**config.mk**
```make
export PLATFORM = sky130hd
export DESIGN_NAME = upd_pin_ctrl
export DESIGN_NICKNAME = d
export VERILOG_FILES = /design/src/upd_pin_ctrl.v /design/src/upd_sync.v
export VERILOG_INCLUDE_DIRS = /design/src
export SDC_FILE = /design/constraint.sdc
export NUM_CORES = 1
export LEC_CHECK = 0
export BUFFER_PORTS_ARGS = -buffer_cell sky130_fd_sc_hd__buf_2
export CORE_MARGIN = 2
export CORE_UTILIZATION = 30
export DETAILED_ROUTE_END_ITERATION = 8
export PLACE_DENSITY_LB_ADDON = 0.2
export SETUP_SLACK_MARGIN = 0.2
export SLEW_MARGIN = 5
export SYNTH_ARGS = -nofsm -noshare
export SYNTH_HDL_FRONTEND = slang
export SYNTH_SLANG_ARGS = --single-unit
```
**constraint.sdc**
```tcl
create_clock -name clock -period 1.8 [get_ports clock]
set_input_delay 0.18 -clock clock [delete_from_list [all_inputs] [get_ports clock]]
set_output_delay 0.18 -clock clock [all_outputs]
set_load 0.005 [all_outputs]
```
**src/upd_pin_map.vh**
```
`ifndef UPD_PIN_MAP_VH
`define UPD_PIN_MAP_VH

// ------------------------------------------------------------
// Register offsets on the 4-bit register port
// ------------------------------------------------------------
`define UPD_ADDR_W 4
`define UPD_DATA_W 8
`define UPD_ADDR_IER 4'h1
`define UPD_ADDR_EFR 4'h2
`define UPD_ADDR_MCR 4'h4
`define UPD_ADDR_PINS 4'h6
`define UPD_ADDR_FEATURE_CONTROL_REG 4'h8
`define UPD_ADDR_STAT 4'h9
`define UPD_ADDR_MASK 4'ha

// ------------------------------------------------------------
// Field positions
// ------------------------------------------------------------
`define UPD_MCR_DTR 0
`define UPD_MCR_RTS 1
`define UPD_MCR_OP2 3
`define UPD_MCR_IR 6
`define UPD_FEATURE_CONTROL_REG_IR_INV 2
`define UPD_FEATURE_CONTROL_REG_DIR 3
`define UPD_EFR_AUTO_RTS 6
`define UPD_EFR_AUTO_CTS 7
`define UPD_IER_CTS_INT 7

// Sticky status bits, mask uses the same layout
`define UPD_ST_CTS 0
`define UPD_ST_DSR 1
`define UPD_ST_CD 2
`define UPD_ST_RI 3
`define UPD_ST_DIR 4

// Synchroniser lanes
`define UPD_SY_RX 0
`define UPD_SY_CTS 1
`define UPD_SY_DSR 2
`define UPD_SY_CD 3
`define UPD_SY_RI 4
`define UPD_SY_HD 5
`define UPD_SY_W 6

// ------------------------------------------------------------
// Reset values
// ------------------------------------------------------------
`define UPD_RST_REG 8'h00
`define UPD_RST_SYNC 6'h3f

`endif

```
**src/upd_pin_ctrl.v**
```verilog
`timescale 1ns/1ns
// How it works
// - Optional receive inversion before infrared decoder.
// - Modem control bit 6 selects infrared path.
// - Clear-to-send gates transmit; interrupt enable bit 7.
// - Set-ready, carrier, ring only general inputs.
// - Modem bit 3 drives output2 low, enables interrupt.
// - Shared low input forces half-duplex direction.
// - Direction mode: low transmitting, high receiving.
// - Shared input ORed with feature control bit 3.
`include "upd_pin_map.vh"

module upd_pin_ctrl
(
  input wire clock,
  input wire reset,
  // Register port
  input wire [`UPD_ADDR_W-1:0] reg_addr,
  input wire [`UPD_DATA_W-1:0] reg_wdata,
  input wire reg_write,
  input wire reg_read,
  output reg [`UPD_DATA_W-1:0] reg_rdata,
  // Pins
  input wire chan_b_serial_in,
  input wire chan_b_clear_to_send_n,
  input wire chan_b_set_ready_n,
  input wire chan_b_carrier_detect_n,
  input wire chan_b_ring_indicator_n,
  input wire half_duplex_dir_select_n,
  output reg chan_b_request_to_send_n,
  output reg chan_b_terminal_ready_n,
  output reg chan_b_gp_output2_n,
  output reg chan_b_interrupt_out,
  output reg chan_b_interrupt_oe,
  // Datapath side, same clock
  input wire tx_shift_busy,
  input wire rx_flow_stop,
  output reg uart_rx_serial,
  output reg ir_decoder_in,
  output reg ir_mode_sel,
  output reg tx_start_allowed,
  output reg irq
);

  // ----------------------------------------------------------
  // Declarations
  // ----------------------------------------------------------
  reg [`UPD_DATA_W-1:0] ier_ff;
  reg [`UPD_DATA_W-1:0] efr_ff;
  reg [`UPD_DATA_W-1:0] mcr_ff;
  reg [`UPD_DATA_W-1:0] feature_control_reg_ff;
  reg [`UPD_DATA_W-1:0] status_ff;
  reg [`UPD_DATA_W-1:0] mask_ff;
  reg [`UPD_DATA_W-1:0] nxt_status;
  reg [`UPD_DATA_W-1:0] nxt_rdata;
  reg [`UPD_DATA_W-1:0] ev_set;
  reg [`UPD_SY_W-1:0] prev_ff;
  reg dir_prev_ff;
  reg nxt_rts_n;
  reg nxt_rx;
  wire [`UPD_SY_W-1:0] pin_sync;
  wire dir_mode;
  wire any_int;

  // Write decode shared by every control register
  function wr_hit;
    input [`UPD_ADDR_W-1:0] addr;
    input [`UPD_ADDR_W-1:0] target;
    input we;
    begin
      wr_hit = we && (addr == target);
    end
  endfunction

  // ----------------------------------------------------------
  // Pin synchronisers
  // ----------------------------------------------------------
  upd_sync
  #(
    .WIDTH(`UPD_SY_W),
    .RESET_VAL(`UPD_RST_SYNC)
  )
  u_sync
  (
    .clock(clock),
    .reset(reset),
    .async_in({half_duplex_dir_select_n, chan_b_ring_indicator_n,
      chan_b_carrier_detect_n, chan_b_set_ready_n,
      chan_b_clear_to_send_n, chan_b_serial_in}),
    .sync_out(pin_sync)
  );

  // Direction mode: shared pin low or feature bit set
  assign dir_mode = ~pin_sync[`UPD_SY_HD] | feature_control_reg_ff[`UPD_FEATURE_CONTROL_REG_DIR];

  // ----------------------------------------------------------
  // Control registers
  // ----------------------------------------------------------
  // Software writes steer pins and flow control
  always @(posedge clock)
  begin
    if (reset)
    begin
      ier_ff <= `UPD_RST_REG;
      efr_ff <= `UPD_RST_REG;
      mcr_ff <= `UPD_RST_REG;
      feature_control_reg_ff <= `UPD_RST_REG;
      mask_ff <= `UPD_RST_REG;
    end
    else
    begin
      if (wr_hit(reg_addr, `UPD_ADDR_IER, reg_write))
        ier_ff <= reg_wdata;
      if (wr_hit(reg_addr, `UPD_ADDR_EFR, reg_write))
        efr_ff <= reg_wdata;
      if (wr_hit(reg_addr, `UPD_ADDR_MCR, reg_write))
        mcr_ff <= reg_wdata;
      if (wr_hit(reg_addr, `UPD_ADDR_FEATURE_CONTROL_REG, reg_write))
        feature_control_reg_ff <= reg_wdata;
      if (wr_hit(reg_addr, `UPD_ADDR_MASK, reg_write))
        mask_ff <= reg_wdata;
    end
  end

  // ----------------------------------------------------------
  // Events and sticky status
  // ----------------------------------------------------------
  // Pin changes only raise status, ring indicator on its rising edge only; never touch the datapath
  always @*
  begin
    ev_set = `UPD_RST_REG;
    ev_set[`UPD_ST_CTS] = pin_sync[`UPD_SY_CTS] ^ prev_ff[`UPD_SY_CTS];
    ev_set[`UPD_ST_DSR] = pin_sync[`UPD_SY_DSR] ^ prev_ff[`UPD_SY_DSR];
    ev_set[`UPD_ST_CD] = pin_sync[`UPD_SY_CD] ^ prev_ff[`UPD_SY_CD];
    ev_set[`UPD_ST_RI] = pin_sync[`UPD_SY_RI] & ~prev_ff[`UPD_SY_RI];
    ev_set[`UPD_ST_DIR] = dir_mode ^ dir_prev_ff;
  end

  // Read of status clears it; a new event in the same cycle wins
  always @*
  begin
    nxt_status = status_ff;
    if (reg_read && (reg_addr == `UPD_ADDR_STAT))
      nxt_status = `UPD_RST_REG;
    nxt_status = nxt_status | ev_set;
  end

  // Clear-to-send change only interrupts when its enable is set
  assign any_int = |(status_ff & mask_ff & {{(`UPD_DATA_W-1){1'b1}},
    ier_ff[`UPD_IER_CTS_INT]});

  // History of pins for edge detection
  always @(posedge clock)
  begin
    if (reset)
    begin
      status_ff <= `UPD_RST_REG;
      prev_ff <= `UPD_RST_SYNC;
      dir_prev_ff <= 1'b0;
    end
    else
    begin
      status_ff <= nxt_status;
      prev_ff <= pin_sync;
      dir_prev_ff <= dir_mode;
    end
  end

  // ----------------------------------------------------------
  // Request-to-send and receive path selection
  // ----------------------------------------------------------
  always @*
  begin
    if (dir_mode)
      nxt_rts_n = ~tx_shift_busy;
    else if (efr_ff[`UPD_EFR_AUTO_RTS] && mcr_ff[`UPD_MCR_RTS])
      nxt_rts_n = rx_flow_stop;
    else
      nxt_rts_n = ~mcr_ff[`UPD_MCR_RTS];
  end

  // Infrared input may be inverted before the decoder
  always @*
  begin
    nxt_rx = pin_sync[`UPD_SY_RX];
    if (mcr_ff[`UPD_MCR_IR] && feature_control_reg_ff[`UPD_FEATURE_CONTROL_REG_IR_INV])
      nxt_rx = ~pin_sync[`UPD_SY_RX];
  end

  // ----------------------------------------------------------
  // Read data
  // ----------------------------------------------------------
  always @*
  begin
    nxt_rdata = `UPD_RST_REG;
    if (reg_read)
    begin
      case (reg_addr)
        `UPD_ADDR_IER: nxt_rdata = ier_ff;
        `UPD_ADDR_EFR: nxt_rdata = efr_ff;
        `UPD_ADDR_MCR: nxt_rdata = mcr_ff;
        `UPD_ADDR_FEATURE_CONTROL_REG: nxt_rdata = feature_control_reg_ff;
        `UPD_ADDR_STAT: nxt_rdata = status_ff;
        `UPD_ADDR_MASK: nxt_rdata = mask_ff;
        `UPD_ADDR_PINS:
        begin
          nxt_rdata[`UPD_ST_CTS] = ~pin_sync[`UPD_SY_CTS];
          nxt_rdata[`UPD_ST_DSR] = ~pin_sync[`UPD_SY_DSR];
          nxt_rdata[`UPD_ST_CD] = ~pin_sync[`UPD_SY_CD];
          nxt_rdata[`UPD_ST_RI] = ~pin_sync[`UPD_SY_RI];
          nxt_rdata[`UPD_ST_DIR] = dir_mode;
        end
        default: nxt_rdata = `UPD_RST_REG;
      endcase
    end
  end

  // ----------------------------------------------------------
  // Register port read data
  // ----------------------------------------------------------
  // Read data stand for one cycle and fall back to zero
  always @(posedge clock)
  begin
    if (reset)
      reg_rdata <= `UPD_RST_REG;
    else
      reg_rdata <= nxt_rdata;
  end

  // ----------------------------------------------------------
  // Modem control outputs
  // ----------------------------------------------------------
  // Request-to-send and terminal-ready rest inactive high
  always @(posedge clock)
  begin
    if (reset)
    begin
      chan_b_request_to_send_n <= 1'b1;
      chan_b_terminal_ready_n <= 1'b1;
    end
    else
    begin
      chan_b_request_to_send_n <= nxt_rts_n;
      chan_b_terminal_ready_n <= ~mcr_ff[`UPD_MCR_DTR];
    end
  end

  // Output2 and interrupt pin share one control bit
  always @(posedge clock)
  begin
    if (reset)
    begin
      chan_b_gp_output2_n <= 1'b1;
      chan_b_interrupt_oe <= 1'b0;
      chan_b_interrupt_out <= 1'b0;
    end
    else
    begin
      chan_b_gp_output2_n <= ~mcr_ff[`UPD_MCR_OP2];
      chan_b_interrupt_oe <= mcr_ff[`UPD_MCR_OP2];
      chan_b_interrupt_out <= any_int & mcr_ff[`UPD_MCR_OP2];
    end
  end

  // ----------------------------------------------------------
  // Receive path selection
  // ----------------------------------------------------------
  // Only the selected path sees the pin; the other rests at idle
  always @(posedge clock)
  begin
    if (reset)
    begin
      ir_mode_sel <= 1'b0;
      uart_rx_serial <= 1'b1;
      ir_decoder_in <= 1'b0;
    end
    else
    begin
      ir_mode_sel <= mcr_ff[`UPD_MCR_IR];
      // Normal path idles high; held high in infrared mode
      uart_rx_serial <= mcr_ff[`UPD_MCR_IR] | pin_sync[`UPD_SY_RX];
      // Decoder idles low; held low in normal mode
      ir_decoder_in <= mcr_ff[`UPD_MCR_IR] & nxt_rx;
    end
  end

  // ----------------------------------------------------------
  // Transmit gating and interrupt request
  // ----------------------------------------------------------
  // Clear-to-send high stops new characters only with auto flow on
  always @(posedge clock)
  begin
    if (reset)
    begin
      tx_start_allowed <= 1'b1;
      irq <= 1'b0;
    end
    else
    begin
      tx_start_allowed <= ~efr_ff[`UPD_EFR_AUTO_CTS] | ~pin_sync[`UPD_SY_CTS];
      irq <= any_int;
    end
  end

endmodule

```
**src/upd_sync.v**
```verilog
`timescale 1ns/1ns
// Two-flop synchroniser bank for asynchronous pin inputs
module upd_sync
#(
  parameter WIDTH = 6,
  parameter [WIDTH-1:0] RESET_VAL = {WIDTH{1'b1}}
)
(
  input wire clock,
  input wire reset,
  input wire [WIDTH-1:0] async_in,
  output wire [WIDTH-1:0] sync_out
);

  reg [WIDTH-1:0] stage1_ff;
  reg [WIDTH-1:0] stage2_ff;

  // First stage is read only by the second stage
  always @(posedge clock)
  begin
    if (reset)
    begin
      stage1_ff <= RESET_VAL;
      stage2_ff <= RESET_VAL;
    end
    else
    begin
      stage1_ff <= async_in;
      stage2_ff <= stage1_ff;
    end
  end

  assign sync_out = stage2_ff;

endmodule

```
==> results of run 1 <==
-- cell type report --
cell class,instances,area share
repair buffers,57,0.0932
flip-flops and latches,80,0.423
inverters,4,0.00396
multi-input cells,215,0.382
clock inverters,7,0.0208
well taps,136,0.0449
clock buffers,9,0.0327
-- report_power, final --
| part | switching (mW) | internal, mW | leakage, nW |
|---|---|---|---|
| Sequential | 0.0234 | 1.81 | 0.650 |
| Clock | 0.687 | 0.654 | 0.0977 |
| Combinational | 0.144 | 0.104 | 0.922 |
| Total | 0.854 | 2.56 | 1.67 |
-- final timing paths --
| kind | end | slack [ps] | from | cells after the start |
|---|---|---|---|---|
| setup / recovery | feature_control_reg_ff[5] | 520 | reg_addr[1] | 5 |
| hold / removal | chan_b_request_to_send_n | 110 | tx_shift_busy | 3 |
| setup reg to reg | status_ff[4] | 640 | feature_control_reg_ff[3] | 5 |
| hold reg to reg | u_sync.sync_out[5] | 410 | u_sync.stage1_ff[5] | 1 |
-- metal layers --
layer | GRT usage | share of wire | wire (um)
met3 | 0.0368 | 0.049 | 402
met1 | 0.208 | 0.49 | 3990
met4 | 0.0937 | 0.034 | 279
met5 | 0 | 0 | 0
met2 | 0.215 | 0.43 | 3470
-- registers in the layout, indices dropped and copies added (netlist names), 4 cells and up --
name	cells
u_sync.stage1_ff	6
reg_rdata	8
prev_ff	4
efr_ff	8
feature_control_reg_ff	8
u_sync.sync_out	6
ier_ff	8
status_ff	5
mcr_ff	8
mask_ff	8
-- synthesized netlist by cell type (3+ instances only) --
master     count  area [um2]
nand3_1        4        20.0
mux2_2         6        67.6
a22oi_1        5        37.5
buf_4          3        22.5
dfxtp_1       80        1600
mux2i_1       40         400
xor2_1         4        35.0
clkbuf_1       8        30.0
a31oi_1        4        25.0
nor2b_1       12        75.1
nor3_1         3        15.0
inv_1          4        15.0
nand3_2        4        40.0
buf_2          4        20.0
nand2b_1       3        18.8
a21oi_1        7        35.0
a2bb2oi_1      3        26.3
nor2_1        56         210
or2_2         16         100
o21ai_0        3        15.0
nand2_1       11        41.3
a22o_1        11        96.3
a32oi_1        7        61.3
-- kinds of logic (layout without fill, tap and decap cells) --
kind of cell           count (synthesis)  after routing
AND/OR/NAND/NOR                      119            119
flip-flops                            80             80
multiplexers                          46             46
AO/OA/AOI/OAI                         45             45
buffers and inverters                 21             77
XOR/XNOR                               5              5
-- worst reg2reg max path, cell delays in order, from the launching register on --
cell     delay, ps
dfxtp_1        350
nor2b_1        280
buf_4          190
xnor2_1         70
a21oi_1        110
nor2_1          50
==> metrics, run 1 <==
status completed; Synth Area in Compound Gates 0.107; share of cells above drive strength 1 0.255; post-synthesis simple-gate area fraction 0.189; worst min path class input port to flip-flop; Cells after DPL just under 500; Total GRT Usage 0.152; Clk Latency, worst-skew pair about 360 ps; yosys warns 0; vias in the first global route around 2.4k; Fin Setup TNS 0 ps; Max Slew Vio Count 0; largest net degree at the start of global routing 37; I/O pin count between 40 and 50; worst-path cell chain buf_2 -> nor2_1 -> nand3_2 -> mux2i_1 -> nor2_1; CTS Hold Bufs 6; worst slack, placed 208 ps; Die Y approximately 110 um; CP max stage cell nand3_2; critical path class input port to flip-flop; clk slew on worst S/H paths 80 ps; fin util 0.369; WP data arrival 1530 ps; Final ANT Viol Nets 0; row count 37; XOR/XNOR Fraction of Synth Area 0.0139; Post-route DRC 0; initial antenna violation count 0; Final #Nets approximately 390; Tot Pwr 3.42 mW; Max VDD drop 0.384 mV; Antenna diodes 0; Final min period approximately 1300 ps; Post-Syn Instances around 320; Final Setup Violations 0; multi-input logic area 1450 um2; Mapped Avg Cell Area 9.98 um2; Clock Tree Buf Depth 2; Final WS setup ~520 ps; Synth Cell Area between 3000 and 4000 um2; H-tree lvl count 3; CP top delay family simple AND/OR/NAND/NOR gates; most common cell after layout, fill and taps aside dfxtp_1; Max-Cap Viols 0; postcts setup bufs 0; initial DRC count about 110; TritonRoute pass-1 iters 4; Port Buffer Count roughly 40; Die Width ~110 um; DP Area between 3000 and 4000 um2; critical path peak fanout 17; post-CTS sizing 0; RSZ-0062 raised after global routing no; grt ovf 0; final instance area 3790 um2; Synth Flop Type dfxtp_1; drt via density ~4.8; core area 10300 um2; routability-driven placement congestion ratio around 0.84; CTS sink count 80; static leakage roughly 1.7 nW; sequential fraction of the synthesis area 0.508; asr flop ratio synth 0; final std cells w/o fill about 510; CTS buffer count 9; Critical Path RT ~2000 ps; max incr delay on CP 420 ps; DR WL/cell 16.0 um; main combinational cell family by area after synthesis simple AND/OR/NAND/NOR gates; Least-Margin Pin Slew 524 ps; adder-cell area share of the yosys netlist 0; number of hold violations in the final report 0; sequential cell area 1600 um2; WL final around 8100 um; Vias roughly 2.4k; CP Capture Type flip-flop; clk root buf clkbuf_8; first-pass GRT wire length about 13000 um; die area 11300 um2; Rel. slew slack 0.650; EDFF count, synth 0; crit start category input port; pwr dens 903 nW/um2; Buf+Inv Stages, Crit Path 1; hold slack roughly 110 ps; TritonCTS clock tree built; Area growth, synth to finish 20.1%; # fillers between 1k and 1.5k; multiplexer share of the synthesized area 0.148; number of synthesized register bits 80; Post-DP HPWL 5730 um; crit share post-route 0.712; crit-path most repeated cell nor2_1; syn_nets between 300 and 400; Max Freq approximately 800 MHz; Netlist cell types 37; commonest cells after routing, fill and taps aside dfxtp_1 (80), nor2_1 (56), buf_2 (41); Worst Skew between 10 and 15 ps; Initial Util 0.307
Note: power is estimated with default switching activity, not from simulation.
==> run 2, diff against run 1 <==
--- a/config.mk
+++ b/config.mk
@@ -6,6 +6,7 @@
 export SDC_FILE = /design/constraint.sdc
 export NUM_CORES = 1
 export LEC_CHECK = 0
+export ABC_AREA = 1
 export BUFFER_PORTS_ARGS = -buffer_cell sky130_fd_sc_hd__buf_2
 export CORE_MARGIN = 2
 export CORE_UTILIZATION = 30
==> constraint.sdc (replaced) <==
create_clock -name clock -period 1.2 [get_ports clock]
set_input_delay 0.12 -clock clock [delete_from_list [all_inputs] [get_ports clock]]
set_output_delay 0.12 -clock clock [all_outputs]
set_load 0.005 [all_outputs]
==> run 2 against run 1 <==
Compared with the run above:
- total power rose by 52%
- final area rose by 1.7%
- area after synthesis fell by 1.7%
- hold slack got worse by 43 ps
- critical endpoint is now reg_rdata[1]
==> metrics, run 2 <==
status completed; count leader, synth dfxtp_1; NetSw 1.31 mW (+54%); Initial Util 0.304 (-0.00249); crit start category flip-flop; max incr delay on CP 330 ps (-90 ps); Post-Syn Instances 391 (+24%); RSZ-0062 raised after global routing yes; WL final 7940 um (-2.5%); critical path peak fanout 1 (-16); final instance area 3850 um2 (+1.7%); Post-DP HPWL 5830 um (+1.8%); row count 37 (unchanged); met3 WL 299 um (-26%); clk slew on worst S/H paths 90 ps (about the same); drt via density 4.59 (-4.2%); Synth Flop Type dfxtp_1; Critical Path RT 1080 ps (-960 ps); Die Width 106 um (-0.83%); origin of the critical flop-to-flop path feature_control_reg_ff[3]; Area growth, synth to finish 24.3%; Rel. slew slack 0.766 (+0.116); hold slack 69.8 ps (-43.2 ps); Netlist cell types 20 (-46%); initial antenna violation count 0 (unchanged); worst min path class input port to flip-flop; sw frac 0.254 (+0.00365); vias in the first global route 2485 (+4.5%); yosys warns 0 (unchanged); share of cells above drive strength 1 0.231 (-0.0241); number of synthesized register bits 80 (unchanged); Total GRT Usage 0.151 (-0.00145); most common cell after layout, fill and taps aside dfxtp_1; sequential fraction of the synthesis area 0.517 (+0.00882); Vias 2711 (+11%); TritonRoute pass-1 iters 4 (unchanged); DP Area 3560 um2 (+1.1%); Max VDD drop 0.493 mV (+28%); Final #Nets 473 (+21%); clock network power share 0.389 (-0.003); initial DRC count 124 (+8.8%); Final Setup Violations 0 (unchanged); CTS sink count 80 (unchanged); postcts setup bufs 0 (unchanged); startpoint of the worst hold path reg_wdata[6]; TritonCTS clock tree built; Met1 Routed Length 3870 um (-3.2%); core area 10200 um2 (-0.90%); Buf+Inv Stages, Crit Path 1 (unchanged); Max Freq around 1100 MHz; die area 11200 um2 (-1.6%); grt ovf 0 (unchanged); pwr dens 1350 nW/um2 (+49%); commonest cells in the netlist dfxtp_1 (80), a21oi_1 (54), nand3_1 (53); Least-Margin Pin Slew 350 ps (-174 ps); Die Y 106 um (-0.83%); Antenna diodes 0 (unchanged); Synth Cell Area 3100 um2 (-1.7%); static leakage 1.55 nW (-6.9%); Post-route DRC 0 (unchanged); met2 wire length 3530 um (+1.8%); commonest cells after routing, fill and taps aside dfxtp_1 (80), a21oi_1 (54), nand3_1 (53); Clk Latency, worst-skew pair 360 ps (about the same); crit share post-route 0.774; WP data arrival 810 ps (-720 ps); cell taking the most area after synthesis dfxtp_1; Final min period between 900 and 1000 ps; Max Slew Vio Count 0 (unchanged); Comb pwr share 0.078 (+0.005); Fin Setup TNS 0 ps (unchanged); EDFF count, synth 0 (unchanged); register share of total power 0.533 (-0.002); CP Launch Point reg_rdata[1]; critical path class flip-flop to output port; Port Buffer Count 41 (unchanged); Worst Skew 10.9 ps (+0.0754 ps); CP top delay family flip-flops; syn_nets 415 (+22%); I/O pin count 42 (unchanged); H-tree lvl count 3 (unchanged); DR top layer met4; CP max stage cell dfxtp_1; Max-Cap Viols 0 (unchanged); Mapped Avg Cell Area 7.93 um2 (-21%); clk root buf clkbuf_8; routability-driven placement congestion ratio 0.838 (-0.36%); Final ANT Viol Nets 0 (unchanged); CTS buffer count 9 (unchanged); DR WL/cell 13.5 um (-16%); asr flop ratio synth 0 (unchanged); synth top area cells dfxtp_1 (52%), a21oi_1 (8.7%), nand3_1 (8.6%); CP Capture Type output port; Clock Tree Buf Depth 2 (unchanged); first-pass GRT wire length 12800 um (-1.5%); largest net degree at the start of global routing 23 (-38%); Int Pwr 3.87 mW (+51%); number of hold violations in the final report 0 (unchanged); worst-path cell chain buf_2; Synth top area share 0.517 (+0.00882)
==> run 2: cell types whose count changed after synthesis, sizes merged, moves of 13 or more <==
cell,change
inv,+39
nand2,+38
a21oi,+47
nor2,-22
nor2b,-13
o21ai,+33
mux2i,-40
nand3,+50
==> run 2: metrics by stage <==
step	std cells	total power [mW]	utilization	setup slack, ps
5_1_grt	590	5.39	0.378	196
3_5_place_dp	567	3.21	0.350	-127
2_1_floorplan	391	3.02	-	261
4_1_cts	590	5.25	0.377	219
3_3_place_gp	567	3.20	0.350	-87.9
6_report	590	5.18	0.378	271
==> run 2: cells by family (layout without fill, tap and decap cells) <==
logic type                Yosys count  after routing  synth area share
and+or+nand+nor                   154            154             0.241
AOI/OAI and AO/OA                  91             91             0.148
DFF                                80             80             0.517
buffers and inverters              62            125            0.0832
xor gates and xnor gates            4              4            0.0113
==> run 2: area by class of cell <==
class,count,area (um2)
Tap cell,136,170
Timing Repair Buffer,66,464
Clock inverter,7,77.6
Fill cell,1094,6330
Multi-Input combinational cell,249,1250
Inverter,43,161
Clock buffer,9,124
Sequential cell,80,1600
==> run 2: timing repair <==
| action | CTS | global route |
|---|---|---|
| hold buffers | 7 | 0 |
| gates cloned | 0 | 0 |
| endpoints found under the hold margin | 7 | 0 |
| resized for setup | 1 | 5 |
| setup endpoints to repair | 1 | 5 |
==> run 2: final timing paths <==
kind              cells after the start  slack (ps)            endpoint
hold / removal                        3          70          mask_ff[6]
setup / recovery                      1         270        reg_rdata[1]
setup reg to reg                      6         290        reg_rdata[4]
hold reg to reg                       1         410  u_sync.sync_out[1]
==> run 2: power by group through the flow <==
stage	clock, mW	sequential [mW]	combinational, mW
final	2.02	2.76	0.406
after global routing	2.18	2.77	0.452
after CTS	2.08	2.76	0.405
after detailed placement	0	2.82	0.386
after global placement	0	2.82	0.381
after floorplan	0	2.81	0.210
==> run 2: routing by layer <==
layer | GRT usage | vias up
met5 | 0 | -
met4 | 0.0855 | 0
met3 | 0.0297 | 14
met2 | 0.233 | 59
met1 | 0.197 | 1243
li1 | - | 1395
==> run 3, diff against run 2 <==
==> constraint.sdc (replaced) <==
create_clock -name clock -period 1 [get_ports clock]
set_input_delay 0.1 -clock clock [delete_from_list [all_inputs] [get_ports clock]]
set_output_delay 0.1 -clock clock [all_outputs]
set_load 0.005 [all_outputs]
==> run 3 against run 2 <==
Compared with the run above:
- register-to-register slack got worse by 180 ps
- via count rose by 6.0%
- first-iteration DRC count rose by 29%
- die area did not move
- highest routed layer unchanged
- final area rose by 17%
- combinational power rose by 65%
- global-route usage rose by 1.2 points
- core utilization rose by 6.4 points
- total power rose by 24%
- final cell count rose by 4.2%
==> metrics, run 3 (synthesis results as in run 2) <==
CTS sink count 80 (unchanged); Worst path depth 1 (unchanged); DR WL/cell 14.1 um (+4.9%); Clk Latency, worst-skew pair 350 ps (about the same); Cells after DPL 571 (+0.71%); Die Y 106 um (unchanged); CP top delay family flip-flops; crit path capture reg_rdata[6]; TritonRoute pass-1 iters 4 (unchanged); multi-input logic area 1560 um2 (+24%); Total GRT Usage 0.163 (+0.0117); # fillers 1046 (-4.4%); Critical Path RT 900 ps (-180 ps); Initial Util 0.304 (unchanged); Max Slew Vio Count 0 (unchanged); drt via density 4.67 (+1.7%); initial antenna violation count 0 (unchanged); worst r2r path cells 6 (unchanged); initial DRC count 160 (+29%); Antenna diodes 0 (unchanged); CP Capture Type output port; CP max stage cell dfxtp_2; grt ovf 0 (unchanged); Rel. slew slack 0.712 (-0.0543); commonest cells after routing, fill and taps aside dfxtp_1 (50), a21oi_1 (48), nand2_1 (37); WL final 8680 um (+9.4%); sequential cell area 1640 um2 (+2.5%); pwr dens 1420 nW/um2 (+5.8%); Final Setup Violations 0 (unchanged); Final #Nets 498 (+5.3%); TritonCTS clock tree built; Max VDD drop 0.499 mV (+1.3%); WP data arrival 830 ps (+20 ps); Area growth, synth to finish 45.2%; Comb pwr share 0.105 (+0.027); critical path class flip-flop to output port; first-pass GRT wire length 14000 um (+9.3%); clk slew on worst S/H paths 80 ps (about the same); critical path peak fanout 1 (unchanged); Final min period ~930 ps; share of cells above drive strength 1 0.453 (+0.222); Least-Margin Pin Slew 431 ps (+80.9 ps); CP Launch Point reg_rdata[6]; final std cells w/o fill 615 (+4.2%); worst-path cell chain buf_2; Clock Tree Buf Depth 2 (unchanged); worst min path class input port to flip-flop; NetSw 1.61 mW (+23%); register share of total power 0.518 (-0.015); die area 11200 um2 (unchanged); H-tree lvl count 3 (unchanged); number of hold violations in the final report 0 (unchanged); crit start category flip-flop; origin of the critical flop-to-flop path feature_control_reg_ff[3]; Int Pwr 4.79 mW (+24%); static leakage 1.76 nW (+13%); Buf+Inv Stages, Crit Path 1 (unchanged); routability-driven placement congestion ratio 0.819 (-2.3%); Vias 2875 (+6.0%); crit share post-route 0.927; Post-route DRC 0 (unchanged); I/O pin count 42 (unchanged); clock network power share 0.377 (-0.012); Port Buffer Count 41 (unchanged); clk root buf clkbuf_8; Max-Cap Viols 0 (unchanged); Post-DP HPWL 5880 um (+0.80%); Max Freq approximately 1100 MHz; Tot Pwr 6.40 mW (+24%); vias in the first global route 2785 (+12%); largest net degree at the start of global routing 35 (+52%); sw frac 0.251 (-0.00218); CTS buffer count 9 (unchanged); Worst Skew 7.28 ps (-3.66 ps); RSZ-0062 raised after global routing yes; most common cell after layout, fill and taps aside dfxtp_1; setup slack, reg-to-reg 110 ps (-180 ps); max incr delay on CP 360 ps (+30 ps); Final ANT Viol Nets 0 (unchanged); row count 37 (unchanged); status completed; Die Width 106 um (unchanged); Worst R2R End reg_rdata[4]; core area 10200 um2 (unchanged)
## run 3: changes by cell type in the layout (fill, tap and decap cells not counted), moves of 10 or more
cell | previous run | this run
o21ai_0 | 31 | 17
buf_4 | 13 | 26
nor2_1 | 27 | 15
nand3_1 | 53 | 36
nand2_1 | 47 | 37
o21ai_1 | 5 | 16
buf_6 | 1 | 14
dfxtp_2 | 0 | 29
nand3_2 | 5 | 20
dfxtp_1 | 80 | 50
## run 3: timing repair
item                                    4_1_cts  5_1_grt
gates resized for setup                      47       87
gates cloned                                  0        3
pin swaps                                    25       30
buffers inserted                              8       10
hold buffers                                  7        0
endpoints found under the hold margin         7        0
endpoints found under the setup margin       31       54
## run 3: worst min path at each step
stage	startpoint	endpoint	slack, ps	cells past startpoint
2_1_floorplan	chan_b_serial_in	u_sync.stage1_ff[0]	200	1
3_3_place_gp	chan_b_set_ready_n	u_sync.stage1_ff[2]	280	2
3_5_place_dp	half_duplex_dir_select_n	u_sync.stage1_ff[5]	290	2
4_1_cts	reg_wdata[7]	mask_ff[7]	60	3
5_1_grt	reg_wdata[5]	efr_ff[5]	70	3
6_report	reg_wdata[7]	mask_ff[7]	70	3
## run 3: stage by stage
stage	worst slack [ps]	hold WS (ps)	util	cell area [um2]	TNS [ps]
after floorplan	159	204	-	3170	0
final	73.4	70.4	0.442	4500	0
after CTS	66.2	59.9	0.406	4130	0
after global routing	52.6	70.9	0.442	4500	0
after detailed placement	-174	286	0.360	3670	-5740
after global placement	-162	283	0.360	3670	-4740
## run 3: metal layers
metal	track usage	vias to the layer above	routed length, um
met5	0	-	0
met4	0.0686	0	124
met3	0.0260	11	285
met2	0.275	53	4150
met1	0.206	1353	4120
li1	-	1458	-
## run 3: cell type report
cell class / instances / area share
flip-flops and latches: 80 / 0.365
multi-input cells: 251 / 0.346
repair buffers: 89 / 0.170
inverters: 43 / 0.0381
well taps: 136 / 0.0378
clock buffers: 11 / 0.0314
clock inverters: 5 / 0.0125
## run 3: power by group through the flow
stage | clock [mW] | combinational (mW) | sequential, mW
4_1_cts | 2.49 | 0.584 | 3.31
2_1_floorplan | 0 | 0.270 | 3.37
6_report | 2.41 | 0.671 | 3.32
3_3_place_gp | 0 | 0.509 | 3.38
5_1_grt | 2.62 | 0.737 | 3.33
3_5_place_dp | 0 | 0.516 | 3.38
